===== src/core/epv_pkg.sv =====
`default_nettype none

package epv_pkg;

    // Widths
    localparam int unsigned NUM_EXC = 45;
    localparam int unsigned NUM_IRQ = 29;
    localparam int unsigned POS_W = 6;
    localparam int unsigned PRIO_W = 3;
    localparam int unsigned RANK_W = 4;

    // Exception positions
    localparam logic [5:0] POS_STACK_TOP = 6'h00;
    localparam logic [5:0] POS_RESET = 6'h01;
    localparam logic [5:0] POS_NMI = 6'h02;
    localparam logic [5:0] POS_HARD = 6'h03;
    localparam logic [5:0] POS_MEM = 6'h04;
    localparam logic [5:0] POS_BUS = 6'h05;
    localparam logic [5:0] POS_USAGE = 6'h06;
    localparam logic [5:0] POS_RSV_LO = 6'h07;
    localparam logic [5:0] POS_RSV_HI = 6'h0A;
    localparam logic [5:0] POS_SVC = 6'h0B;
    localparam logic [5:0] POS_DBG = 6'h0C;
    localparam logic [5:0] POS_RSV_13 = 6'h0D;
    localparam logic [5:0] POS_DEFERRED_SERVICE_REQUEST = 6'h0E;
    localparam logic [5:0] POS_TICK = 6'h0F;
    localparam logic [5:0] POS_IRQ0 = 6'h10;

    // Internal ranks, lower wins; settable level p ranks at RANK_SET_BASE + p
    localparam logic [3:0] RANK_RESET = 4'h0;
    localparam logic [3:0] RANK_NMI = 4'h1;
    localparam logic [3:0] RANK_HARD = 4'h2;
    localparam logic [3:0] RANK_SET_BASE = 4'h3;
    localparam logic [3:0] RANK_BASE_LEVEL = 4'hB;

    // Value of every settable priority after reset
    localparam logic [2:0] PRIO_RESET = 3'h0;

    // Interrupt register bit of each peripheral source
    localparam int unsigned IRQ_GPIO_A = 0;
    localparam int unsigned IRQ_UART0 = 5;
    localparam int unsigned IRQ_SSP0 = 7;
    localparam int unsigned IRQ_I2C0 = 8;
    localparam int unsigned IRQ_PWM_FAULT = 9;
    localparam int unsigned IRQ_PWM_GEN0 = 10;
    localparam int unsigned IRQ_QDEC0 = 13;
    localparam int unsigned IRQ_CONV_SEQ0 = 14;
    localparam int unsigned IRQ_WDOG = 18;
    localparam int unsigned IRQ_TIMER0A = 19;
    localparam int unsigned IRQ_ACMP0 = 25;
    localparam int unsigned IRQ_SYSCTL = 28;
    localparam logic [28:0] IRQ_ASSIGNED = 29'h1FFFFFFF;

    // Reset and boot sequence
    typedef enum logic [1:0] {
        EPV_ST_SP_FETCH = 2'b00,
        EPV_ST_VEC_FETCH = 2'b01,
        EPV_ST_BOOT = 2'b10,
        EPV_ST_RUN = 2'b11
    } epv_state_t;

endpackage

`default_nettype wire


===== src/core/epv_core.sv =====
// How it works
// - After reset the stack top is fetched from vector entry 0 first.
// - Reset is position 1, rank -3, from power-up or warm reset pins.
// - At the first instruction the context drops to the base level.
// - Nonmaskable interrupt is position 2, rank -2, preempted only by reset.
// - Nonmaskable interrupt pends only from the software control write.
// - Hard fault, position 3, rank -1, catches blocked or disabled faults.
// - Memory protect mismatch pends position 4 at its settable priority.
// - Bus fault is position 5, settable, precise or imprecise.
// - Bus fault has a software enable; disabled faults escalate to hard fault.
// - Usage fault pends position 6 on undefined or illegal-state events.
// - Supervisor call instruction pends position 11 at settable priority.
// - Debug monitor pends only when enabled and not halting, whatever the current rank.
// - Deferred service request, position 14, pended by software only.
// - Tick timer expiry pends position 15 at settable priority.
// - Peripheral lines occupy positions 16 up, synchronised and prioritised.
// - Every settable priority resets to value 0.
// - GPIO ports A, B, C map to interrupt bits 0, 1, 2.
// - Remaining peripherals map to bits 3 to 28 as fixed.
// - Equal priority goes to the lower position number.
// - Eight selectable priority levels for settable exceptions and interrupts.
// - Settable level 0 ranks fourth, after reset, NMI and hard fault.

`default_nettype none

module epv_core (
    input wire logic clk_i,
    input wire logic rst_n_i,
    // Reset request pins, active low, asynchronous
    input wire logic por_n_i,
    input wire logic warm_rst_n_i,
    // Boot handshake with the core
    input wire logic fetch_ack_i,
    input wire logic first_instr_i,
    // Software and core event strobes
    input wire logic nmi_set_i,
    input wire logic mem_fault_i,
    input wire logic bus_fault_precise_i,
    input wire logic bus_fault_imprecise_i,
    input wire logic usage_fault_i,
    input wire logic svc_exec_i,
    input wire logic dbg_mon_req_i,
    input wire logic dbg_mon_en_i,
    input wire logic halting_i,
    input wire logic deferred_service_request_set_i,
    input wire logic deferred_service_request_clr_i,
    input wire logic tick_expired_i,
    // Fault handler enables
    input wire logic mem_fault_en_i,
    input wire logic bus_fault_en_i,
    input wire logic usage_fault_en_i,
    // Priority write port
    input wire logic prio_wr_i,
    input wire logic [5:0] prio_pos_i,
    input wire logic [2:0] prio_val_i,
    // Interrupt enables per register bit
    input wire logic [28:0] irq_enable_i,
    // Peripheral interrupt lines, asynchronous
    input wire logic [4:0] gpio_irq_i,
    input wire logic [1:0] uart_irq_i,
    input wire logic sync_serial_port0_irq_i,
    input wire logic i2c0_irq_i,
    input wire logic pwm_fault_irq_i,
    input wire logic [2:0] pwm_gen_irq_i,
    input wire logic quadrature_decoder0_irq_i,
    input wire logic [3:0] conv_seq_irq_i,
    input wire logic watchdog_irq_i,
    input wire logic [5:0] timer_irq_i,
    input wire logic [2:0] comparator_irq_i,
    input wire logic sysctl_irq_i,
    // Activation handshake
    input wire logic take_i,
    input wire logic exc_return_i,
    input wire logic [5:0] ret_pos_i,
    // Outputs
    output logic fetch_req_o,
    output logic [5:0] fetch_idx_o,
    output logic in_reset_o,
    output logic pend_valid_o,
    output logic [5:0] pend_pos_o,
    output logic [3:0] pend_rank_o,
    output logic [3:0] cur_rank_o
);

    localparam int unsigned NE = epv_pkg::NUM_EXC;

    // Rank of a position given its settable level
    function automatic logic [3:0] rank_of(input logic [5:0] pos, input logic [2:0] lvl);
        logic [3:0] r;
        r = epv_pkg::RANK_SET_BASE + {1'b0, lvl};
        case (pos)
            epv_pkg::POS_RESET: r = epv_pkg::RANK_RESET;
            epv_pkg::POS_NMI: r = epv_pkg::RANK_NMI;
            epv_pkg::POS_HARD: r = epv_pkg::RANK_HARD;
            default: r = epv_pkg::RANK_SET_BASE + {1'b0, lvl};
        endcase
        return r;
    endfunction

    // Positions that may ever pend or activate
    function automatic logic pos_usable(input logic [5:0] pos);
        logic ok;
        ok = 1'b1;
        if (pos == epv_pkg::POS_STACK_TOP) begin
            ok = 1'b0;
        end
        if (pos >= epv_pkg::POS_RSV_LO && pos <= epv_pkg::POS_RSV_HI) begin
            ok = 1'b0;
        end
        if (pos == epv_pkg::POS_RSV_13 || pos >= 6'(NE)) begin
            ok = 1'b0;
        end
        return ok;
    endfunction

    // Settable positions
    function automatic logic pos_settable(input logic [5:0] pos);
        return pos_usable(pos) && pos > epv_pkg::POS_HARD;
    endfunction

    epv_pkg::epv_state_t state_q;
    logic [1:0] por_sync_q;
    logic [1:0] warm_sync_q;
    logic [28:0] irq_meta_q;
    logic [28:0] irq_sync_q;
    logic [28:0] irq_raw;
    logic [2:0] prio_q [NE];
    logic [NE-1:0] pend_q;
    logic [NE-1:0] active_q;
    logic [NE-1:0] pend_set;
    logic [NE-1:0] pend_clr;
    logic [NE-1:0] act_set;
    logic [NE-1:0] act_clr;
    logic restart;
    logic [3:0] cur_rank;
    logic best_valid;
    logic [5:0] best_pos;
    logic [3:0] best_rank;
    logic [3:0] mem_rank;
    logic [3:0] bus_rank;
    logic [3:0] usage_rank;
    logic [3:0] svc_rank;
    logic take_ok;

    // Map each peripheral line to its interrupt register bit
    always_comb begin
        irq_raw = '0;
        irq_raw[epv_pkg::IRQ_GPIO_A +: 5] = gpio_irq_i;
        irq_raw[epv_pkg::IRQ_UART0 +: 2] = uart_irq_i;
        irq_raw[epv_pkg::IRQ_SSP0] = sync_serial_port0_irq_i;
        irq_raw[epv_pkg::IRQ_I2C0] = i2c0_irq_i;
        irq_raw[epv_pkg::IRQ_PWM_FAULT] = pwm_fault_irq_i;
        irq_raw[epv_pkg::IRQ_PWM_GEN0 +: 3] = pwm_gen_irq_i;
        irq_raw[epv_pkg::IRQ_QDEC0] = quadrature_decoder0_irq_i;
        irq_raw[epv_pkg::IRQ_CONV_SEQ0 +: 4] = conv_seq_irq_i;
        irq_raw[epv_pkg::IRQ_WDOG] = watchdog_irq_i;
        irq_raw[epv_pkg::IRQ_TIMER0A +: 6] = timer_irq_i;
        irq_raw[epv_pkg::IRQ_ACMP0 +: 3] = comparator_irq_i;
        irq_raw[epv_pkg::IRQ_SYSCTL] = sysctl_irq_i;
    end

    // Two-stage synchronisers for pins
    always_ff @(posedge clk_i) begin
        if (!rst_n_i) begin
            por_sync_q <= 2'h3;
            warm_sync_q <= 2'h3;
            irq_meta_q <= '0;
            irq_sync_q <= '0;
        end else begin
            por_sync_q <= {por_sync_q[0], por_n_i};
            warm_sync_q <= {warm_sync_q[0], warm_rst_n_i};
            irq_meta_q <= irq_raw;
            irq_sync_q <= irq_meta_q;
        end
    end

    // Power-up or warm reset request restarts the boot sequence
    assign restart = !por_sync_q[1] || !warm_sync_q[1];

    // Boot sequence: stack top, reset vector, then run
    always_ff @(posedge clk_i) begin
        if (!rst_n_i) begin
            state_q <= epv_pkg::EPV_ST_SP_FETCH;
        end else if (restart) begin
            state_q <= epv_pkg::EPV_ST_SP_FETCH;
        end else begin
            case (state_q)
                epv_pkg::EPV_ST_SP_FETCH: begin
                    if (fetch_ack_i) begin
                        state_q <= epv_pkg::EPV_ST_VEC_FETCH;
                    end
                end
                epv_pkg::EPV_ST_VEC_FETCH: begin
                    if (fetch_ack_i) begin
                        state_q <= epv_pkg::EPV_ST_BOOT;
                    end
                end
                epv_pkg::EPV_ST_BOOT: begin
                    if (first_instr_i) begin
                        state_q <= epv_pkg::EPV_ST_RUN;
                    end
                end
                epv_pkg::EPV_ST_RUN: state_q <= epv_pkg::EPV_ST_RUN;
                default: state_q <= epv_pkg::EPV_ST_SP_FETCH;
            endcase
        end
    end

    // Priority table, eight levels per settable position
    always_ff @(posedge clk_i) begin
        if (!rst_n_i || restart) begin
            for (int i = 0; i < NE; i++) begin
                prio_q[i] <= epv_pkg::PRIO_RESET;
            end
        end else if (prio_wr_i && pos_settable(prio_pos_i)) begin
            prio_q[prio_pos_i] <= prio_val_i;
        end
    end

    // Current activation level: best rank among active positions
    always_comb begin
        cur_rank = epv_pkg::RANK_BASE_LEVEL;
        if (state_q != epv_pkg::EPV_ST_RUN) begin
            cur_rank = epv_pkg::RANK_RESET;
        end
        for (int i = 0; i < NE; i++) begin
            if (active_q[i] && rank_of(6'(i), prio_q[i]) < cur_rank) begin
                cur_rank = rank_of(6'(i), prio_q[i]);
            end
        end
    end

    // Event sources into pending bits, with fault escalation
    always_comb begin
        mem_rank = rank_of(epv_pkg::POS_MEM, prio_q[epv_pkg::POS_MEM]);
        bus_rank = rank_of(epv_pkg::POS_BUS, prio_q[epv_pkg::POS_BUS]);
        usage_rank = rank_of(epv_pkg::POS_USAGE, prio_q[epv_pkg::POS_USAGE]);
        svc_rank = rank_of(epv_pkg::POS_SVC, prio_q[epv_pkg::POS_SVC]);
        pend_set = '0;
        pend_set[epv_pkg::POS_NMI] = nmi_set_i;
        if (mem_fault_i) begin
            if (mem_fault_en_i && mem_rank < cur_rank) begin
                pend_set[epv_pkg::POS_MEM] = 1'b1;
            end else begin
                pend_set[epv_pkg::POS_HARD] = 1'b1;
            end
        end
        if (bus_fault_precise_i || bus_fault_imprecise_i) begin
            if (bus_fault_en_i && bus_rank < cur_rank) begin
                pend_set[epv_pkg::POS_BUS] = 1'b1;
            end else begin
                pend_set[epv_pkg::POS_HARD] = 1'b1;
            end
        end
        if (usage_fault_i) begin
            if (usage_fault_en_i && usage_rank < cur_rank) begin
                pend_set[epv_pkg::POS_USAGE] = 1'b1;
            end else begin
                pend_set[epv_pkg::POS_HARD] = 1'b1;
            end
        end
        if (svc_exec_i) begin
            if (svc_rank < cur_rank) begin
                pend_set[epv_pkg::POS_SVC] = 1'b1;
            end else begin
                pend_set[epv_pkg::POS_HARD] = 1'b1;
            end
        end
        pend_set[epv_pkg::POS_DBG] = dbg_mon_req_i && dbg_mon_en_i && !halting_i;
        pend_set[epv_pkg::POS_DEFERRED_SERVICE_REQUEST] = deferred_service_request_set_i;
        pend_set[epv_pkg::POS_TICK] = tick_expired_i;
        pend_set[NE-1:16] = irq_sync_q & irq_enable_i & epv_pkg::IRQ_ASSIGNED;
    end

    // Taking the offered exception clears its pending bit and activates it
    assign take_ok = take_i && pend_valid_o && pend_q[pend_pos_o];

    always_comb begin
        pend_clr = '0;
        act_set = '0;
        act_clr = '0;
        if (take_ok) begin
            pend_clr[pend_pos_o] = 1'b1;
            act_set[pend_pos_o] = 1'b1;
        end
        pend_clr[epv_pkg::POS_DEFERRED_SERVICE_REQUEST] = pend_clr[epv_pkg::POS_DEFERRED_SERVICE_REQUEST] || deferred_service_request_clr_i;
        if (exc_return_i && pos_usable(ret_pos_i)) begin
            act_clr[ret_pos_i] = 1'b1;
        end
    end

    // Pending bits; a new event wins over a clear in the same cycle
    always_ff @(posedge clk_i) begin
        if (!rst_n_i || restart || state_q != epv_pkg::EPV_ST_RUN) begin
            pend_q <= '0;
        end else begin
            pend_q <= (pend_q & ~pend_clr) | pend_set;
        end
    end

    // Active bits; return clears, new activation sets
    always_ff @(posedge clk_i) begin
        if (!rst_n_i || restart || state_q != epv_pkg::EPV_ST_RUN) begin
            active_q <= '0;
        end else begin
            active_q <= (active_q & ~act_clr) | act_set;
        end
    end

    // Arbitration: best rank that beats the current level, lowest position on a tie
    always_comb begin
        best_valid = 1'b0;
        best_pos = '0;
        best_rank = cur_rank;
        for (int i = 0; i < NE; i++) begin
            if (pend_q[i] && pos_usable(6'(i)) && rank_of(6'(i), prio_q[i]) < best_rank) begin
                best_valid = 1'b1;
                best_pos = 6'(i);
                best_rank = rank_of(6'(i), prio_q[i]);
            end
        end
    end

    // Registered offer to the core
    always_ff @(posedge clk_i) begin
        if (!rst_n_i || restart) begin
            pend_valid_o <= 1'b0;
            pend_pos_o <= '0;
            pend_rank_o <= epv_pkg::RANK_BASE_LEVEL;
        end else if (take_ok) begin
            pend_valid_o <= 1'b0;
            pend_pos_o <= pend_pos_o;
            pend_rank_o <= pend_rank_o;
        end else begin
            pend_valid_o <= best_valid && state_q == epv_pkg::EPV_ST_RUN;
            pend_pos_o <= best_pos;
            pend_rank_o <= best_rank;
        end
    end

    // Registered level and boot outputs
    always_ff @(posedge clk_i) begin
        if (!rst_n_i) begin
            cur_rank_o <= epv_pkg::RANK_RESET;
            in_reset_o <= 1'b1;
            fetch_req_o <= 1'b0;
            fetch_idx_o <= epv_pkg::POS_STACK_TOP;
        end else begin
            cur_rank_o <= cur_rank;
            in_reset_o <= restart || state_q != epv_pkg::EPV_ST_RUN;
            fetch_req_o <= !restart && !fetch_ack_i &&
                           (state_q == epv_pkg::EPV_ST_SP_FETCH ||
                            state_q == epv_pkg::EPV_ST_VEC_FETCH);
            if (restart || state_q == epv_pkg::EPV_ST_SP_FETCH) begin
                fetch_idx_o <= epv_pkg::POS_STACK_TOP;
            end else begin
                fetch_idx_o <= epv_pkg::POS_RESET;
            end
        end
    end

endmodule

`default_nettype wire


===== config.mk =====
export PLATFORM = sky130hd
export DESIGN_NAME = epv_core
export DESIGN_NICKNAME = d
export VERILOG_FILES = /design/src/core/epv_pkg.sv /design/src/core/epv_core.sv
export SDC_FILE = /design/constraint.sdc
export NUM_CORES = 1
export LEC_CHECK = 0
export ABC_AREA = 1
export ABC_CLOCK_PERIOD_IN_PS = 93200
export BUFFER_PORTS_ARGS = -buffer_cell sky130_fd_sc_hd__clkbuf_2
export CORE_AREA = 2 2 216 239
export CTS_CLUSTER_DIAMETER = 150
export DETAILED_ROUTE_END_ITERATION = 10
export DIE_AREA = 0 0 218 241
export HOLD_SLACK_MARGIN = 0.03
export PLACE_DENSITY = 0.77
export SETUP_SLACK_MARGIN = 0.5
export SLEW_MARGIN = 5
export SYNTH_ARGS = -nofsm -noshare
export SYNTH_HDL_FRONTEND = slang
export SYNTH_SLANG_ARGS = --single-unit

===== constraint.sdc =====
create_clock -name clk_i -period 93.2 [get_ports clk_i]
set_input_delay 9.32 -clock clk_i [delete_from_list [all_inputs] [get_ports clk_i]]
set_output_delay 9.32 -clock clk_i [all_outputs]
set_load 0.005 [all_outputs]

==> impl_metrics.csv, run 1 <==
group,metric,value,unit
run_status,status,"completed",
clock_network,root_buffer,"clkbuf_16",
yosys,netlist_area,27300,um^2
worst_setup_path,r2r_start,"prio_q[0][0]",
yosys,synth_compound_area_share,7.65,%
drt,ant_nets,0,
clock_network,ctsHoldBuffers,0,
floorplanning,num_rows,86,
yosys,synth_top_area_cell,"nand2_1",
worst_setup_path,r2r_end,"pend_rank_o[3]",
clock_network,post-cts-setup-buffers,0,
drt,drtPass1Iterations,7,
yosys,ys.flop_type,"dfxtp_1",
worst_setup_path,cp-end-kind,"register",
yosys,syn-instance-count,4224,
yosys,synthTopCellsByArea,"nand2_1 15%, edfxtp_1 14%, dfxtp_1 13%",
global_route,grt_pass1_wl,121,mm
floorplanning,die_y,241,um
timing,slew_headroom,17.5,%
worst_setup_path,path_max_fanout,12,
layout,stdcell_count,5039,
layout,syn2layout_area_growth,8.76,%
floorplanning,dieWidth,218,um
layout,layout.nets,4590,
layout,nFillCells,4894,
yosys,synth-adder-area-share,6.51,%
timing,setup_viol,0,
clock_network,clockBufferDepth,3,
timing,finalSetupTns,0,ps
yosys,synth_xor_area_share,1.35,%
yosys,muxShareOfSynthArea,0,%
worst_setup_path,ff2ff_setup_slack,16330,ps
worst_setup_path,cpMostUsedCell,"ha_1",
run,maxCapViolCount,0,
worst_setup_path,critPathLaunchType,"register",
timing,max_freq,0.0130,GHz
drt,viasPerCell,5.39,
yosys,yosys_warnings,0,
drt,drc,0,
yosys,yosysTopAreaCellShare,15.2,%
layout,finish.instance_area,29700,um^2
clock_network,cts_sinks,298,
global_route,grt_pass1_vias,24250,
global_route,grt_max_degree,66,
floorplanning,core-area,49900,um^2
clock_network,cts_resized,0,
worst_setup_path,worst-r2r-cell-count,481,
drt,initialDrtViolationCount,2373,
power_and_ir_drop,max-vdd-ir-drop,0.0000134,V
floorplanning,ioPinCount,120,
global_route,grt.total_usage,28.8,%
clock_network,clk_pin_slew,60,ps
timing,finClkSkew,30.2,ps
floorplanning,initial_utilization,54.7,%
worst_hold_path,min-delay-path-class,"reg -> reg",
yosys,synth-simple-area-share,46.7,%
worst_hold_path,hold_start,"irq_meta_q[28]",
yosys,synthArstFlopShare,0,%
timing,tightest_slew,1230,ps
placed_design,dp_hpwl,59.8,mm
clock_network,cts_tree,"built",
worst_hold_path,worstHoldEndpoint,"irq_sync_q[28]",
timing,layout_min_cycle_time,76870,ps
placed_design,numPortBuffers,114,
drt,vias,27175,
yosys,synth.distinct_cells,62,
timing,min_period_over_period,82.5,%
worst_setup_path,criticalPathCategory,"reg -> reg",
power_and_ir_drop,p_leak,0.0160,uW
yosys,yosysSeqAreaShare,26.5,%
floorplanning,die_area,52500,um^2
worst_setup_path,cp.required,93690,ps
timing,hold_viol,0,
clock_network,clk_latency,570,ps
global_route,antenna_found_initial,4,
yosys,syn-mean-instance-area,6.46,um^2
drt,wl_per_cell,15.1,um
layout,drive_gt1_share,17.3,%
yosys,synth_edf_count,126,
global_route,overflow,0,
clock_network,numCtsBuffers,35,
timing,slew_viol_final,0,
timing,rsz0062_at_grt,"false",
worst_hold_path,hold_depth,2,
worst_setup_path,crit_slowest_cell,"a211oi_1",
worst_setup_path,slowest_delay,770,ps
clock_network,htree_num_levels,2,
placed_design,postPlaceCellArea,28500,um^2
layout,utilization,59.5,%
drt,finalWirelength,76.2,mm
placed_design,dp.cells,4974,
worst_setup_path,worstPathArrival,77360,ps
placed_design,place_congestion,0.938,
yosys,ys_ff_latch,298,
yosys,synth_top_family_by_area,"simple AND/OR/NAND/NOR gates",
power_and_ir_drop,power.density,12.2,nW/um^2
-- cells in the mapped netlist, types with 16 or more instances --
master / instances
nand2_1: 1105
nand3_1: 660
inv_1: 600
nor2_1: 285
nand2_2: 270
dfxtp_1: 172
o21ai_0: 162
ha_1: 142
edfxtp_1: 126
a21oi_1: 104
nand2_4: 98
inv_2: 74
nor2_2: 51
nand4_1: 49
xor2_1: 41
nand3_2: 33
clkbuf_1: 31
nor3_1: 31
o21ai_1: 31
o31ai_1: 16
-- where the power goes --
group / internal [uW] / switching [uW]
logic: 22.9 / 51.9
clock network: 83.0 / 59.5
registers: 141 / 4.41
total: 247 / 116
-- per-layer routing --
layer  track usage, %  up-vias  part of all wire (%)
met3             4.90      183                   8.3
met1             37.2    12179                    42
met4             12.4        6                   4.3
met5            0.185        -                 0.059
li1                 -    13833                     -
met2             47.4      974                    45
-- critical path, delay by kind of cell, from the launching register on --
kind | cells | cell delay (ps)
AOI/OAI and AO/OA | 119 | 25270
adders and majority gates | 79 | 23010
and+or+nand+nor | 170 | 17210
buffers and inverters | 113 | 10750
DFF | 1 | 400
-- worst max-delay path by stage --
stage               cells after the start         start  slack (ps)             end
floorplan                             494  prio_q[0][0]       25920   pend_pos_o[0]
global placement                      482  prio_q[0][0]       18950   pend_pos_o[0]
detailed placement                    480  prio_q[0][0]       17010   pend_pos_o[0]
CTS                                   481  prio_q[0][0]       16720  pend_rank_o[3]
global route                          481  prio_q[0][0]        8150  pend_rank_o[3]
finish                                481  prio_q[0][0]       16330  pend_rank_o[3]
-- registers in the layout, indices dropped and copies added (netlist names) --
signal,flops
active_q,45
cur_rank_o,4
fetch_idx_o,1
fetch_req_o,1
in_reset_o,1
irq_meta_q,29
irq_sync_q,29
pend_pos_o,6
pend_q,45
pend_rank_o,4
pend_valid_o,1
por_sync_q,2
prio_q,126
state_q,2
warm_sync_q,2
-- cells in the final DEF, fill, tap and decap left out, types with 9 or more instances in the layout --
master     Yosys  layout
dfxtp_1      172     172
nor2_2        51      51
conb_1         1      23
ha_1         142     142
clkbuf_16      0      37
nand4_1       49      49
edfxtp_1     126     126
clkinv_1       9      13
inv_2         74      75
nand2_2      270     270
nand3_1      660     660
clkbuf_2       0     113
nor3_1        31      31
o21ai_1       31      31
nand3_2       33      33
o31ai_1       16      16
nor2_1       285     285
nor2_4         9       9
a21oi_1      104     104
o21ai_0      162     162
nand2_4       98      98
xor2_1        41      41
inv_4         11      13
inv_1        600     599
nand2_1     1105    1105
-- stage by stage --
stage	power (uW)	worst slack [ps]	hold WS [ps]
2_1_floorplan	204	25920	390
3_3_place_gp	221	18950	392
3_5_place_dp	223	17010	395
4_1_cts	364	16720	408
5_1_grt	380	8150	417
6_report	363	16330	408
-- area by class of cell --
cell class / instances / area (um^2) / share of cell area (%)
Antenna cell: 2 / 5.00 / 0.0169
Clock buffer: 41 / 961 / 3.24
Clock inverter: 22 / 215 / 0.725
Inverter: 702 / 2740 / 9.24
Multi-Input combinational cell: 3192 / 17100 / 57.5
Sequential cell: 298 / 7230 / 24.3
Tap cell: 660 / 826 / 2.78
Timing Repair Buffer: 122 / 631 / 2.12
-- logic make-up after synthesis --
family,count (synthesis)
AOI/OAI and AO/OA,372
xor gates and xnor gates,42
adders and majority gates,142
buffers and inverters,756
DFF,298
other,1
and+or+nand+nor,2613
Power figures use the tool's default switching activity.
==> run 2: changes to the inputs <==
--- a/config.mk
+++ b/config.mk
@@ -6,14 +6,14 @@
 export NUM_CORES = 1
 export LEC_CHECK = 0
 export ABC_AREA = 1
-export ABC_CLOCK_PERIOD_IN_PS = 93200
+export ABC_CLOCK_PERIOD_IN_PS = 62300
 export BUFFER_PORTS_ARGS = -buffer_cell sky130_fd_sc_hd__clkbuf_2
 export CORE_AREA = 2 2 216 239
 export CTS_CLUSTER_DIAMETER = 150
 export DETAILED_ROUTE_END_ITERATION = 10
 export DIE_AREA = 0 0 218 241
 export HOLD_SLACK_MARGIN = 0.03
-export PLACE_DENSITY = 0.77
+export PLACE_DENSITY = 0.8
 export SETUP_SLACK_MARGIN = 0.5
 export SLEW_MARGIN = 5
 export SYNTH_ARGS = -nofsm -noshare
==> constraint.sdc (replaced) <==
create_clock -name clk_i -period 62.3 [get_ports clk_i]
set_input_delay 6.23 -clock clk_i [delete_from_list [all_inputs] [get_ports clk_i]]
set_output_delay 6.23 -clock clk_i [all_outputs]
set_load 0.005 [all_outputs]
==> impl_metrics.csv, run 2 (synthesized netlist as in run 1, its figures left out) <==
group,metric,value,unit
clock_network,htree_num_levels,1,
power_and_ir_drop,p_total,561,uW
clock_network,clk_pin_slew,70,ps
drt,wl_per_cell,16.8,um
global_route,use_met3,5.61,%
timing,min_period_over_period,98.2,%
timing,fin_hold_ws,409,ps
timing,setup_viol,0,
global_route,antenna_found_initial,7,
layout,largest_reg_flops,126,
clock_network,clk_latency,610,ps
placed_design,dp.cells,5129,
worst_hold_path,hold_start,"irq_meta_q[15]",
timing,worst_slack,1120,ps
floorplanning,ioPinCount,120,
floorplanning,die_area,52500,um^2
global_route,globalRouteMet2Util,51.1,%
clock_network,root_buffer,"clkbuf_16",
worst_setup_path,r2r_start,"prio_q[0][0]",
power_and_ir_drop,max-vdd-ir-drop,0.0000231,V
drt,drtPass1Iterations,6,
worst_hold_path,worstHoldEndpoint,"irq_sync_q[15]",
global_route,overflow,0,
worst_setup_path,critPathLaunchType,"register",
drt,drc,0,
layout,drive_gt1_share,31.8,%
layout,syn2layout_area_growth,27.1,%
floorplanning,initial_utilization,54.7,%
drt,finalWirelength,91.1,mm
placed_design,dp_hpwl,62.3,mm
worst_setup_path,ff2ff_setup_slack,1120,ps
timing,finalSetupTns,0,ps
run_status,status,"completed",
timing,max_freq,0.0163,GHz
power_and_ir_drop,power.density,16.2,nW/um^2
run,maxCapViolCount,0,
global_route,top_usage_layer,"met2",
worst_setup_path,r2r_end,"pend_rank_o[0]",
layout,largestRegisters,"prio_q (126), active_q (45), pend_q (45)",
timing,slew_viol_final,0,
layout,layout_common_cells,"982 x nand2_1, 649 x nand3_1, 552 x inv_1",
timing,hold_viol,0,
floorplanning,dieWidth,218,um
layout,stdcell_count,5416,
worst_setup_path,crit_slowest_cell,"edfxtp_1",
worst_setup_path,setup.worst_path.start,"prio_q[0][0]",
clock_network,numCtsBuffers,31,
power_and_ir_drop,p_leak,0.0179,uW
worst_hold_path,min-delay-path-class,"reg -> reg",
timing,tightest_slew,1130,ps
worst_setup_path,worst-r2r-cell-count,556,
layout,top_register,"prio_q",
timing,slew_headroom,24.0,%
placed_design,post-place-ws,-1870,ps
global_route,grt.total_usage,30.0,%
global_route,grt_pass1_vias,26215,
layout,layout.nets,4963,
global_route,grt_pass1_wl,128,mm
worst_setup_path,slowest_delay,390,ps
timing,rsz0062_at_grt,"true",
worst_setup_path,cp.required,62850,ps
global_route,grt_max_degree,66,
layout,final_common_cell,"nand2_1",
placed_design,numPortBuffers,114,
timing,finClkSkew,18.7,ps
worst_setup_path,path_max_fanout,8,
timing,layout_min_cycle_time,61180,ps
clock_network,cts_tree,"built",
worst_hold_path,hold_depth,2,
worst_setup_path,cp-end-kind,"register",
drt,vias,30471,
worst_setup_path,worstPathArrival,61730,ps
drt,ant_nets,0,
drt,viasPerCell,5.63,
global_route,grt_use_met1,36.7,%
floorplanning,core-area,49900,um^2
floorplanning,num_rows,86,
placed_design,place_congestion,0.963,
clock_network,cts_sinks,298,
worst_setup_path,criticalPathCategory,"reg -> reg",
drt,initialDrtViolationCount,3144,
clock_network,clockBufferDepth,3,
worst_setup_path,cpMostUsedCell,"nand2_4",
floorplanning,die_y,241,um
## run 2: final cells by class
| class | instances | area [um^2] |
|---|---|---|
| clock buffers | 43 | 913 |
| multi-input cells | 3193 | 19300 |
| diodes | 7 | 17.5 |
| flip-flops and latches | 298 | 7230 |
| well taps | 660 | 826 |
| clock inverters | 15 | 160 |
| repair buffers | 498 | 3510 |
| inverters | 702 | 2780 |
| fillers | 3917 | 15200 |
## run 2: critical path, delay by kind of cell (launching register included)
kind                       cells  cell delay, ps
DFF                            1             390
buffers and inverters        113            8650
AOI/OAI and AO/OA            110            9190
adders and majority gates     77           21580
and+or+nand+nor              256           21050
## run 2: per-layer routing
metal / share of wire, % / routed length [um]
met1: 37 / 33600
met4: 6.4 / 5800
met3: 9.8 / 8970
met2: 47 / 42700
met5: 0.021 / 19
## run 2: how the worst max path moves through the flow
stage	endpoint	cells past startpoint
2_1_floorplan	pend_pos_o[0]	559
3_3_place_gp	pend_pos_o[5]	551
3_5_place_dp	pend_pos_o[0]	548
4_1_cts	pend_rank_o[0]	568
5_1_grt	pend_rank_o[1]	553
6_report	pend_rank_o[0]	556
## run 2: power breakdown
| group | switching [uW] | total, uW | internal, uW |
|---|---|---|---|
| clock network | 84.3 | 196 | 112 |
| registers | 6.75 | 218 | 212 |
| logic | 96.0 | 146 | 50.3 |
## run 2: metrics by stage
step           instance area [um^2]  util (%)
2_1_floorplan                 27600         -
3_3_place_gp                  29900      59.9
3_5_place_dp                  29900      59.9
4_1_cts                       31500      63.1
5_1_grt                       34700      69.5
6_report                      34700      69.5
## run 2: what timing repair did
action,CTS,global route
gates cloned,1,0
buffers inserted,44,177
hold buffers,0,0
pin swaps,42,401
gates resized for setup,51,440
endpoints found under the setup margin,11,11
